File: src/verilog/rpcc_defs.svh
// constants for the radio power-up and calibration control block
`ifndef RPCC_DEFS_SVH
`define RPCC_DEFS_SVH

// register map
`define RPCC_TIMING_CFG_ADDR  6'h17
`define RPCC_TIMING_CFG_RESET 8'h04
`define RPCC_CFG_USED_MASK    8'h3F

// field positions inside the timing config register
`define RPCC_AUTOCAL_LSB      4
`define RPCC_EXPIRY_SEL_LSB   2
`define RPCC_KEEP_ON_BIT      0

// six-bit ripple counter and expiry counts per select value
`define RPCC_RIPPLE_MAX       6'h3F
`define RPCC_EXPIRY_SEL0      9'h001
`define RPCC_EXPIRY_SEL1      9'h010
`define RPCC_EXPIRY_SEL2      9'h040
`define RPCC_EXPIRY_SEL3      9'h100

// every-fourth return option: last count before calibrating
`define RPCC_RETURN_LAST      2'h3

`endif

File: src/verilog/rpcc_pkg.sv
// types shared by the power-up and calibration control block
`default_nettype none
package rpcc_pkg;

  // when automatic synthesizer calibration happens
  typedef enum logic [1:0] {
    RPCC_CAL_NEVER     = 2'b00,
    RPCC_CAL_ON_START  = 2'b01,
    RPCC_CAL_ON_RETURN = 2'b10,
    RPCC_CAL_EVERY_4TH = 2'b11
  } rpcc_cal_mode_t;

  // layout of the timing config register
  typedef struct packed {
    logic [1:0]     unused;                // reads as zero
    rpcc_cal_mode_t synth_autocal_select;  // calibration policy
    logic [1:0]     powerup_expiry_select; // ripple expiries before ready
    logic           tuning_bit;            // plain storage bit
    logic           osc_keep_on_in_sleep;  // oscillator stays on in sleep
  } rpcc_cfg_t;

  // radio state events seen by the block
  typedef struct packed {
    logic idle_to_active;   // idle into rx, tx or synth-on-for-transmit
    logic auto_return_idle; // automatic return from rx or tx to idle
    logic synth_cal_strobe; // manual calibrate command
  } rpcc_evt_t;

endpackage : rpcc_pkg
`default_nettype wire

File: src/verilog/rpcc_ctrl.sv
// radio power-up timeout and synthesizer calibration control
`timescale 1ns/1ps
`default_nettype none
`include "rpcc_defs.svh"

module rpcc_ctrl
(
  // clock, reset and clock enable
  input  wire logic              core_clk,
  input  wire logic              reset,
  input  wire logic              clk_en,
  // register port
  input  wire logic              cfg_wr_en,
  input  wire logic [5:0]        cfg_addr,
  input  wire logic [7:0]        cfg_wdata,
  output logic      [7:0]        cfg_rdata,
  // radio state events
  input  wire rpcc_pkg::rpcc_evt_t radio_evt,
  // oscillator and sleep status
  input  wire logic              osc_settled,
  input  wire logic              sleep_active,
  // outputs
  output logic                   synth_cal_start,
  output logic                   crystal_osc_enable,
  output logic                   chip_ready_low,
  output logic                   osc_stable_flag
);

  // ---------------------------------------------------------------
  // state
  // ---------------------------------------------------------------
  typedef struct packed {
    rpcc_pkg::rpcc_cfg_t cfg;        // timing config register
    logic [7:0]          rdata;      // read data
    logic [1:0]          return_cnt; // automatic returns seen in every-fourth mode
    logic                cal;        // calibration start pulse
    logic                osc_en;     // oscillator enable
    logic                ready_n;    // chip ready, active low
    logic                stable;     // oscillator stable flag
  } rpcc_state_t;

  rpcc_state_t st_ff;     // registered state
  rpcc_state_t nxt_st;    // next state
  logic        tmr_done;  // power-up timeout reached
  logic        cfg_hit;   // register address match

  assign cfg_hit = (cfg_addr == `RPCC_TIMING_CFG_ADDR);

  // ---------------------------------------------------------------
  // power-up timer
  // ---------------------------------------------------------------
  // timer runs on core_clk with the same clock enable as this block
  rpcc_powerup_timer u_timer
  (
    .core_clk      (core_clk),
    .reset         (reset),
    .clk_en        (clk_en),
    .osc_settled   (osc_settled),
    .expiry_select (st_ff.cfg.powerup_expiry_select),
    .timeout_done  (tmr_done)
  );

  // ---------------------------------------------------------------
  // next-state logic
  // ---------------------------------------------------------------
  always_comb
  begin
    nxt_st     = st_ff;
    nxt_st.cal = 1'b0;

    // register write, unused bits forced to zero
    if (cfg_wr_en && cfg_hit)
      nxt_st.cfg = rpcc_pkg::rpcc_cfg_t'(cfg_wdata & `RPCC_CFG_USED_MASK);

    // read data follows the address one cycle later
    nxt_st.rdata = cfg_hit ? 8'(st_ff.cfg) : 8'h00;

    // manual strobe works in every mode
    if (radio_evt.synth_cal_strobe)
      nxt_st.cal = 1'b1;

    unique case (st_ff.cfg.synth_autocal_select)
      rpcc_pkg::RPCC_CAL_NEVER:
      begin
        // no automatic calibration
      end
      rpcc_pkg::RPCC_CAL_ON_START:
      begin
        if (radio_evt.idle_to_active)
          nxt_st.cal = 1'b1;
      end
      rpcc_pkg::RPCC_CAL_ON_RETURN:
      begin
        if (radio_evt.auto_return_idle)
          nxt_st.cal = 1'b1;
      end
      rpcc_pkg::RPCC_CAL_EVERY_4TH:
      begin
        if (radio_evt.auto_return_idle)
        begin
          nxt_st.return_cnt = st_ff.return_cnt + 2'h1;
          if (st_ff.return_cnt == `RPCC_RETURN_LAST)
            nxt_st.cal = 1'b1;
        end
      end
    endcase

    // oscillator off in sleep unless kept on
    nxt_st.osc_en = !sleep_active || st_ff.cfg.osc_keep_on_in_sleep;

    nxt_st.ready_n = !tmr_done;
    nxt_st.stable  = tmr_done;
  end

  // ---------------------------------------------------------------
  // state register
  // ---------------------------------------------------------------
  always_ff @(posedge core_clk)
  begin
    if (reset)
    begin
      st_ff            <= '0;
      st_ff.cfg        <= rpcc_pkg::rpcc_cfg_t'(`RPCC_TIMING_CFG_RESET);
      st_ff.osc_en     <= 1'b1;
      st_ff.ready_n    <= 1'b1;
    end
    else if (clk_en)
    begin
      st_ff <= nxt_st;
    end
  end

  // outputs straight from the state register
  assign cfg_rdata          = st_ff.rdata;
  assign synth_cal_start    = st_ff.cal;
  assign crystal_osc_enable = st_ff.osc_en;
  assign chip_ready_low     = st_ff.ready_n;
  assign osc_stable_flag    = st_ff.stable;

  // ---------------------------------------------------------------
  // checks
  // ---------------------------------------------------------------
  a_cal_never_auto: assert property (@(posedge core_clk) disable iff (reset)
    clk_en && st_ff.cfg.synth_autocal_select == rpcc_pkg::RPCC_CAL_NEVER
    && !radio_evt.synth_cal_strobe |=> !synth_cal_start)
    else $error("automatic calibration in never mode");

  a_cal_strobe: assert property (@(posedge core_clk) disable iff (reset)
    clk_en && radio_evt.synth_cal_strobe |=> synth_cal_start)
    else $error("manual strobe did not calibrate");

  a_cal_on_start: assert property (@(posedge core_clk) disable iff (reset)
    clk_en && st_ff.cfg.synth_autocal_select == rpcc_pkg::RPCC_CAL_ON_START
    && radio_evt.idle_to_active |=> synth_cal_start)
    else $error("no calibration on leaving idle");

  a_cal_on_return: assert property (@(posedge core_clk) disable iff (reset)
    clk_en && st_ff.cfg.synth_autocal_select == rpcc_pkg::RPCC_CAL_ON_RETURN
    && radio_evt.auto_return_idle |=> synth_cal_start)
    else $error("no calibration on return to idle");

  a_cal_fourth: assert property (@(posedge core_clk) disable iff (reset)
    clk_en && st_ff.cfg.synth_autocal_select == rpcc_pkg::RPCC_CAL_EVERY_4TH
    && radio_evt.auto_return_idle && !radio_evt.synth_cal_strobe
    |=> synth_cal_start == ($past(st_ff.return_cnt) == `RPCC_RETURN_LAST))
    else $error("every-fourth calibration wrong");

  a_osc_keep_on: assert property (@(posedge core_clk) disable iff (reset)
    clk_en && (!sleep_active || st_ff.cfg.osc_keep_on_in_sleep)
    |=> crystal_osc_enable)
    else $error("oscillator stopped while required");

  a_osc_sleep_off: assert property (@(posedge core_clk) disable iff (reset)
    clk_en && sleep_active && !st_ff.cfg.osc_keep_on_in_sleep
    |=> !crystal_osc_enable)
    else $error("oscillator left on in sleep");

  a_ready_pair: assert property (@(posedge core_clk) disable iff (reset)
    chip_ready_low != osc_stable_flag)
    else $error("ready and stable flag out of step");

  a_ready_drop: assert property (@(posedge core_clk) disable iff (reset)
    (clk_en && !osc_settled) ##1 clk_en |=> chip_ready_low)
    else $error("chip ready without settled oscillator");

  c_fourth_cal: cover property (@(posedge core_clk) disable iff (reset)
    st_ff.cfg.synth_autocal_select == rpcc_pkg::RPCC_CAL_EVERY_4TH && synth_cal_start);

  c_ready_fall: cover property (@(posedge core_clk) disable iff (reset)
    $fell(chip_ready_low));

  c_cfg_write: cover property (@(posedge core_clk) disable iff (reset)
    clk_en && cfg_wr_en && cfg_hit);

endmodule : rpcc_ctrl
`default_nettype wire

File: src/verilog/rpcc_powerup_timer.sv
// ripple-counter timeout from oscillator settle to chip ready
`timescale 1ns/1ps
`default_nettype none
`include "rpcc_defs.svh"

module rpcc_powerup_timer
(
  // clock and reset
  input  wire logic       core_clk,
  input  wire logic       reset,
  input  wire logic       clk_en,
  // control
  input  wire logic       osc_settled,
  input  wire logic [1:0] expiry_select,
  // result
  output logic            timeout_done
);

  // ---------------------------------------------------------------
  // state
  // ---------------------------------------------------------------
  typedef struct packed {
    logic [5:0] ripple;   // six-bit ripple counter
    logic [8:0] expiries; // expiries seen so far
    logic       done;     // timeout reached
  } rpcc_tmr_t;

  rpcc_tmr_t  st_ff;      // registered state
  rpcc_tmr_t  nxt_st;     // next state
  logic [8:0] target;     // expiries required

  // expiry count chosen by the select field
  always_comb
  begin
    unique case (expiry_select)
      2'h0:    target = `RPCC_EXPIRY_SEL0;
      2'h1:    target = `RPCC_EXPIRY_SEL1;
      2'h2:    target = `RPCC_EXPIRY_SEL2;
      default: target = `RPCC_EXPIRY_SEL3;
    endcase
  end

  // count ripple expiries while the oscillator is settled
  always_comb
  begin
    nxt_st = st_ff;
    if (!osc_settled)
    begin
      // oscillator gone: restart from scratch
      nxt_st = '0;
    end
    else if (!st_ff.done)
    begin
      nxt_st.ripple = st_ff.ripple + 6'h01;
      if (st_ff.ripple == `RPCC_RIPPLE_MAX)
      begin
        nxt_st.expiries = st_ff.expiries + 9'h001;
        if (st_ff.expiries + 9'h001 >= target)
          nxt_st.done = 1'b1;
      end
    end
  end

  // register state, frozen while clock enable is low
  always_ff @(posedge core_clk)
  begin
    if (reset)
      st_ff <= '0;
    else if (clk_en)
      st_ff <= nxt_st;
  end

  assign timeout_done = st_ff.done;

  // ---------------------------------------------------------------
  // checks
  // ---------------------------------------------------------------
  a_timer_fires: assert property (@(posedge core_clk) disable iff (reset)
    clk_en && osc_settled && !st_ff.done && st_ff.ripple == `RPCC_RIPPLE_MAX
    && st_ff.expiries + 9'h001 == target |=> st_ff.done)
    else $error("timer did not finish on last expiry");

  a_timer_early: assert property (@(posedge core_clk) disable iff (reset)
    $rose(st_ff.done) |-> $past(st_ff.ripple) == `RPCC_RIPPLE_MAX)
    else $error("timer finished off a ripple expiry");

endmodule : rpcc_powerup_timer
`default_nettype wire

File: config.mk
export PLATFORM = sky130hd
export DESIGN_NAME = rpcc_ctrl
export DESIGN_NICKNAME = d
export VERILOG_FILES = /design/src/verilog/rpcc_pkg.sv /design/src/verilog/rpcc_ctrl.sv /design/src/verilog/rpcc_powerup_timer.sv
export VERILOG_INCLUDE_DIRS = /design/src /design/src/verilog
export SDC_FILE = /design/constraint.sdc
export NUM_CORES = 1
export LEC_CHECK = 0
export ABC_CLOCK_PERIOD_IN_PS = 2300
export BUFFER_PORTS_ARGS = -buffer_cell sky130_fd_sc_hd__buf_4
export CAP_MARGIN = 20
export CORE_ASPECT_RATIO = 0.75
export CORE_UTILIZATION = 33
export DETAILED_ROUTE_END_ITERATION = 8
export PLACE_DENSITY = 0.5
export SKIP_LAST_GASP = 1
export SYNTH_ARGS = -nofsm -noshare
export SYNTH_HDL_FRONTEND = slang
export SYNTH_HIERARCHICAL = 1
export SYNTH_SLANG_ARGS = --single-unit
File: constraint.sdc
create_clock -name core_clk -period 2.3 [get_ports core_clk]
set_input_delay 0.23 -clock core_clk [delete_from_list [all_inputs] [get_ports core_clk]]
set_output_delay 0.23 -clock core_clk [all_outputs]
set_load 0.03 [all_outputs]
### Word-level counts from Yosys, hierarchy flattened

Index checks and enable logic that the tools add are counted.

* bits of input ports: 23
* output and inout bits: 12
* word-level logic and storage cells: 48
* bits in registers: 36

* equality and inequality tests: 10
* $add $sub $neg: 3
* multiplexer cells: 12
* $lt $le $gt $ge: 1
* reduce and logical (&&, ||, !) cells: 9

Operators by type and width (number)
* $mux W16: 2
* $pmux W9 S3: 1
* $mux W10: 1
* $add A9 B1 Y9 const B: 1
* $ge A9 B9 Y1: 1
* $eq A2 B2 Y1 const B: 4
* $add A6 B1 Y6 const B: 1
* $eq A6 B5 Y1 const B: 1
* $eq A6 B6 Y1 const B: 1
* $mux W1: 6
* $mux W6: 1
* $reduce_and A3 Y1: 2
* $eq A2 B1 Y1 const B: 2
* $reduce_and A2 Y1: 2
* $pmux W1 S3: 1
* $add A2 B1 Y2 const B: 1
* $logic_not A1 Y1: 2
* $logic_not A2 Y1: 1
* $ne A2 B1 Y1 const B: 1
* $ne A2 B2 Y1 const B: 1
* $logic_and A1 B1 Y1: 1
* $logic_or A1 B1 Y1: 1

### Depth between registers and ports, before layout

* depth after elaboration: 7
* depth in mapped cells: 9
* gate-level depth less buffers: 9

### By module

The synthesis kept the hierarchy.

Modules (own cells, without submodules)
* rpcc_powerup_timer: instances 1, sequential area each 320.3 um2, cells each 131, area an instance 1034.7 um2
* rpcc_ctrl: instances 1, sequential area each 360.3 um2, cells each 95, area an instance 883.3 um2

### Worst setup path after synthesis

No wires, ideal clock.

* kind: register to register
* from: register u_timer/st_ff[1] in the netlist's numbering
* to: register u_timer.st_ff (netlist bit u_timer/timeout_done)
* cell stages (with the launch flop): 10
* arrival time: 1984 ps
* slack: 189 ps
* data required time: 2173 ps
* setup time: 127 ps
* path buffers: 0
* clock period less this slack: 2111 ps
* cell sequence: dfxtp_1 ha_1 and3_4 and3_4 nand3_2 xnor2_2 ha_1 o2111a_1 o21ai_0 a31oi_1

* longest elaborated chain between the ends: 6

Ends and longest elaborated chain
* from (decl): line rpcc_powerup_timer.sv:28 `rpcc_tmr_t st_ff;`
* from (signal assigned): line rpcc_powerup_timer.sv:70 `st_ff <= nxt_st;`
* $add A9 B1 Y9: line rpcc_powerup_timer.sv:58 `if (st_ff.expiries + 9'h001 >= target)`
* $ge A9 B9 Y1: line rpcc_powerup_timer.sv:58
* $mux W1: line rpcc_powerup_timer.sv:58
* $mux W10: line rpcc_powerup_timer.sv:55 `` if (st_ff.ripple == `RPCC_RIPPLE_MAX) ``
* $mux W16: line rpcc_powerup_timer.sv:52 `else if (!st_ff.done)`
* $mux W16: line rpcc_powerup_timer.sv:47 `if (!osc_settled)`

Every way passes these cells. The select of a mux whose other input is x is not followed.
A chain may end at the register's enable or synchronous reset.

### Worst setup path after layout

Same ends and word-level chain as after synthesis.

==> results.sh <==
export IMPL_pwr_density_cell_nw_per_um2=530
export IMPL_via_per_inst=5.07
export IMPL_worst_slack_ns=0.288
export IMPL_switching_share=0.222
export IMPL_grt_usage=0.147
export IMPL_dieArea_sq_um=6120
export IMPL_place_congestion=0.706
export IMPL_status="complete, no violations"
export IMPL_synth_top_area_share=0.355
export IMPL_dp_slack_ns=0.293
export IMPL_numPortBuffers=30
export IMPL_path_clk_slew_ns=0.07
export IMPL_power_leakage_nw=0.933
export IMPL_syn_cell_area_sq_um=1920
export IMPL_pwr_share_clk=0.427
export IMPL_finish_net_count=283
export IMPL_p_comb_frac=0.076
export IMPL_holdWs_ns=0.177
export IMPL_place_hpwl_um=3050
export IMPL_critical_path_max_stage_delay_ns=0.33
export IMPL_critPathCapture="u_timer/timeout_done"
export IMPL_grt_pass1_vias=1442
export IMPL_min_period_ns=2.01
export IMPL_ys_seq_area_frac=0.355
export IMPL_drive_gt1_frac=0.219
export IMPL_cts_buffers=5
export IMPL_synthMostInstantiatedCell="dfxtp_1"
export IMPL_hold_violations=0
export IMPL_cts_path_max_buffers=2
export IMPL_postCtsSetupBuffers=0
export IMPL_maxCapViolations=0
export IMPL_cts_hold_buf=0
export IMPL_setup_viol=0
export IMPL_fin_util=0.414
export IMPL_synthDistinctLibCells=48
export IMPL_fillers=572
export IMPL_ff_latch_area_sq_um=681
export IMPL_fmax_mhz=497
export IMPL_async_flop_share=0
export IMPL_cts_tree="yes"
export IMPL_first_iter_violations=133
export IMPL_synth_seq_cells=34
export IMPL_syn_inst=226
export IMPL_start_util=0.351
export IMPL_r2r_end="u_timer/timeout_done"
export IMPL_tns_ns=0
export IMPL_final_antenna_net_count=0
export IMPL_final_setup_skew_ns=0.00375
export IMPL_synth_top_area_cell="dfxtp_1"
export IMPL_die_h_um=68.0
export IMPL_worstPathCellList="ha_1 > and3_4 > and3_4 > nand3_2 > xnor2_2 > ha_1 > o2111a_1 > o21ai_0 > a31oi_1"
export IMPL_wl_um=4270
export IMPL_hp_class="input port to flip-flop"
export IMPL_startpoint="u_timer/st_ff[1]"
export IMPL_syn2layout_area_growth_pct=17.9
export IMPL_io_pins=35
export IMPL_synth_common_cells="dfxtp_1, nand2_1, nor2_1"
export IMPL_peakVddDrop_mv=0.286
export IMPL_r2r_cells=9
export IMPL_yosys_top_cells_area="dfxtp_1, ha_1, nand2_1"
export IMPL_n_antenna_cell=0
export IMPL_vias=1653
export IMPL_required_ns=2.46
export IMPL_worstHoldStart="cfg_wdata[0]"
export IMPL_grt_ovfl_total=0
export IMPL_ctsResizeCount=0
export IMPL_avgSynthCellArea_sq_um=8.49
export IMPL_drc=0
export IMPL_rows=23
export IMPL_slew_viol_final=0
export IMPL_slowest_stage="dfxtp_1"
export IMPL_fin_area_sq_um=2260
export IMPL_r2r_start="u_timer/st_ff[1]"
export IMPL_htree_levels=2
export IMPL_p_total_mw=1.20
export IMPL_critPathArrivalTime_ns=2.18
export IMPL_core_area_sq_um=5470
export IMPL_intPower_mw=0.931
export IMPL_dp_cells=318
export IMPL_critPathMaxFanout=4
export IMPL_clk_latency_ns=0.28
export IMPL_multi_input_area_sq_um=1090
export IMPL_rrSetupSlack_ns=0.29
export IMPL_layoutNonFillerInstCount=326
export IMPL_grt_pass1_wl_um=7150
export IMPL_netSwitchingPower_mw=0.266
export IMPL_die_x_um=90.0
export IMPL_rsz0062_at_grt="no"
export IMPL_cts_root_buffer="clkbuf_8"
export IMPL_critical_path_class="flip-flop to flip-flop"
export IMPL_sequentialPowerShare=0.497
export IMPL_post_drt_wl_per_cell_um=13.1
export IMPL_cts_sinks=34
export IMPL_firstDrtPassIters=4
export IMPL_antenna_found_initial=0
export IMPL_synth_edff_count=0
export IMPL_finalCritPeriodShare=0.875
export IMPL_placed_cell_area_sq_um=2150
export IMPL_grt_max_degree=36
export IMPL_yosys_warnings=6
export IMPL_cp_end_kind="flip-flop"
export IMPL_cp_start_kind="flip-flop"
export IMPL_hold_depth=2
export IMPL_synth_ff_type="dfxtp_1"
-- routing by layer --
| metal | share of wire | wire length (um) | track usage |
|---|---|---|---|
| met1 | 0.55 | 2350 | 0.220 |
| met2 | 0.39 | 1680 | 0.205 |
| met3 | 0.048 | 203 | 0.0400 |
| met4 | 0.0080 | 34 | 0.0363 |
| met5 | 0 | 0 | 0 |
-- worst max-delay path, delay by kind of cell, from the launching register on --
family          cells  cell delay, ns
flops               1            0.33
compound gates      3            0.43
fa+ha+maj           2            0.46
xor+xnor            1            0.15
simple gates        3            0.52
-- placed cells by master (no fill, tap or decap), drive strengths merged, types with 2 or more instances in the layout --
cell type | synthesis | final
inv | 7 | 7
clkbuf | 3 | 8
dfxtp | 34 | 34
a32oi | 6 | 6
nand2 | 27 | 27
nor2 | 25 | 25
nor3 | 4 | 4
and2 | 2 | 2
nor2b | 4 | 4
nand3 | 7 | 7
nor4 | 4 | 4
xor2 | 6 | 6
a311oi | 2 | 2
mux2 | 2 | 2
nand2b | 4 | 4
a31oi | 2 | 2
o21ai | 11 | 11
o211ai | 2 | 2
nand4b | 2 | 2
nand4 | 2 | 2
and3 | 4 | 4
o31ai | 2 | 2
conb | 1 | 2
buf | 15 | 34
mux2i | 4 | 4
a22oi | 2 | 2
a21oi | 15 | 15
ha | 10 | 10
nand3b | 5 | 5
-- registers in the layout, summed over array words and instances (netlist names) --
name	flops
st_ff	8
osc_stable_flag	1
u_timer/st_ff	15
chip_ready_low	1
u_timer/timeout_done	1
cfg_rdata	6
crystal_osc_enable	1
synth_cal_start	1
-- how the worst min path moves through the flow --
stage               slack (ns)         to
floorplan                 0.36  st_ff[14]
global placement          0.45  st_ff[15]
detailed placement        0.45  st_ff[15]
CTS                       0.17  st_ff[14]
global route              0.20  st_ff[14]
finish                    0.18  st_ff[14]
-- logic make-up (layout without fill, tap and decap cells) --
logic type               after synthesis  after routing  share of synthesized area
AO/OA/AOI/OAI                         49             49                      0.174
XOR/XNOR                               7              7                     0.0359
adder cells (fa/ha/maj)               10             10                     0.0652
buffers and inverters                 25             49                     0.0763
flip-flops                            34             34                      0.355
multiplexers                           6              6                     0.0326
other                                  1              2                    0.00196
AND/OR/NAND/NOR                       94             94                      0.259
-- power by group through the flow --
stage / registers [mW] / clock network (mW) / logic, mW
final: 0.595 / 0.511 / 0.0915
after global routing: 0.595 / 0.556 / 0.101
after CTS: 0.595 / 0.526 / 0.0921
after detailed placement: 0.608 / 0 / 0.0917
after global placement: 0.608 / 0 / 0.0917
after floorplan: 0.612 / 0 / 0.0496
-- cell type report --
cell class | count | share of cell area
Timing Repair Buffer | 34 | 0.113
Tap cell | 75 | 0.0415
Sequential cell | 34 | 0.301
Clock buffer | 8 | 0.0487
Multi-Input combinational cell | 168 | 0.484
Inverter | 7 | 0.0116
Power figures use the tool's default switching activity.
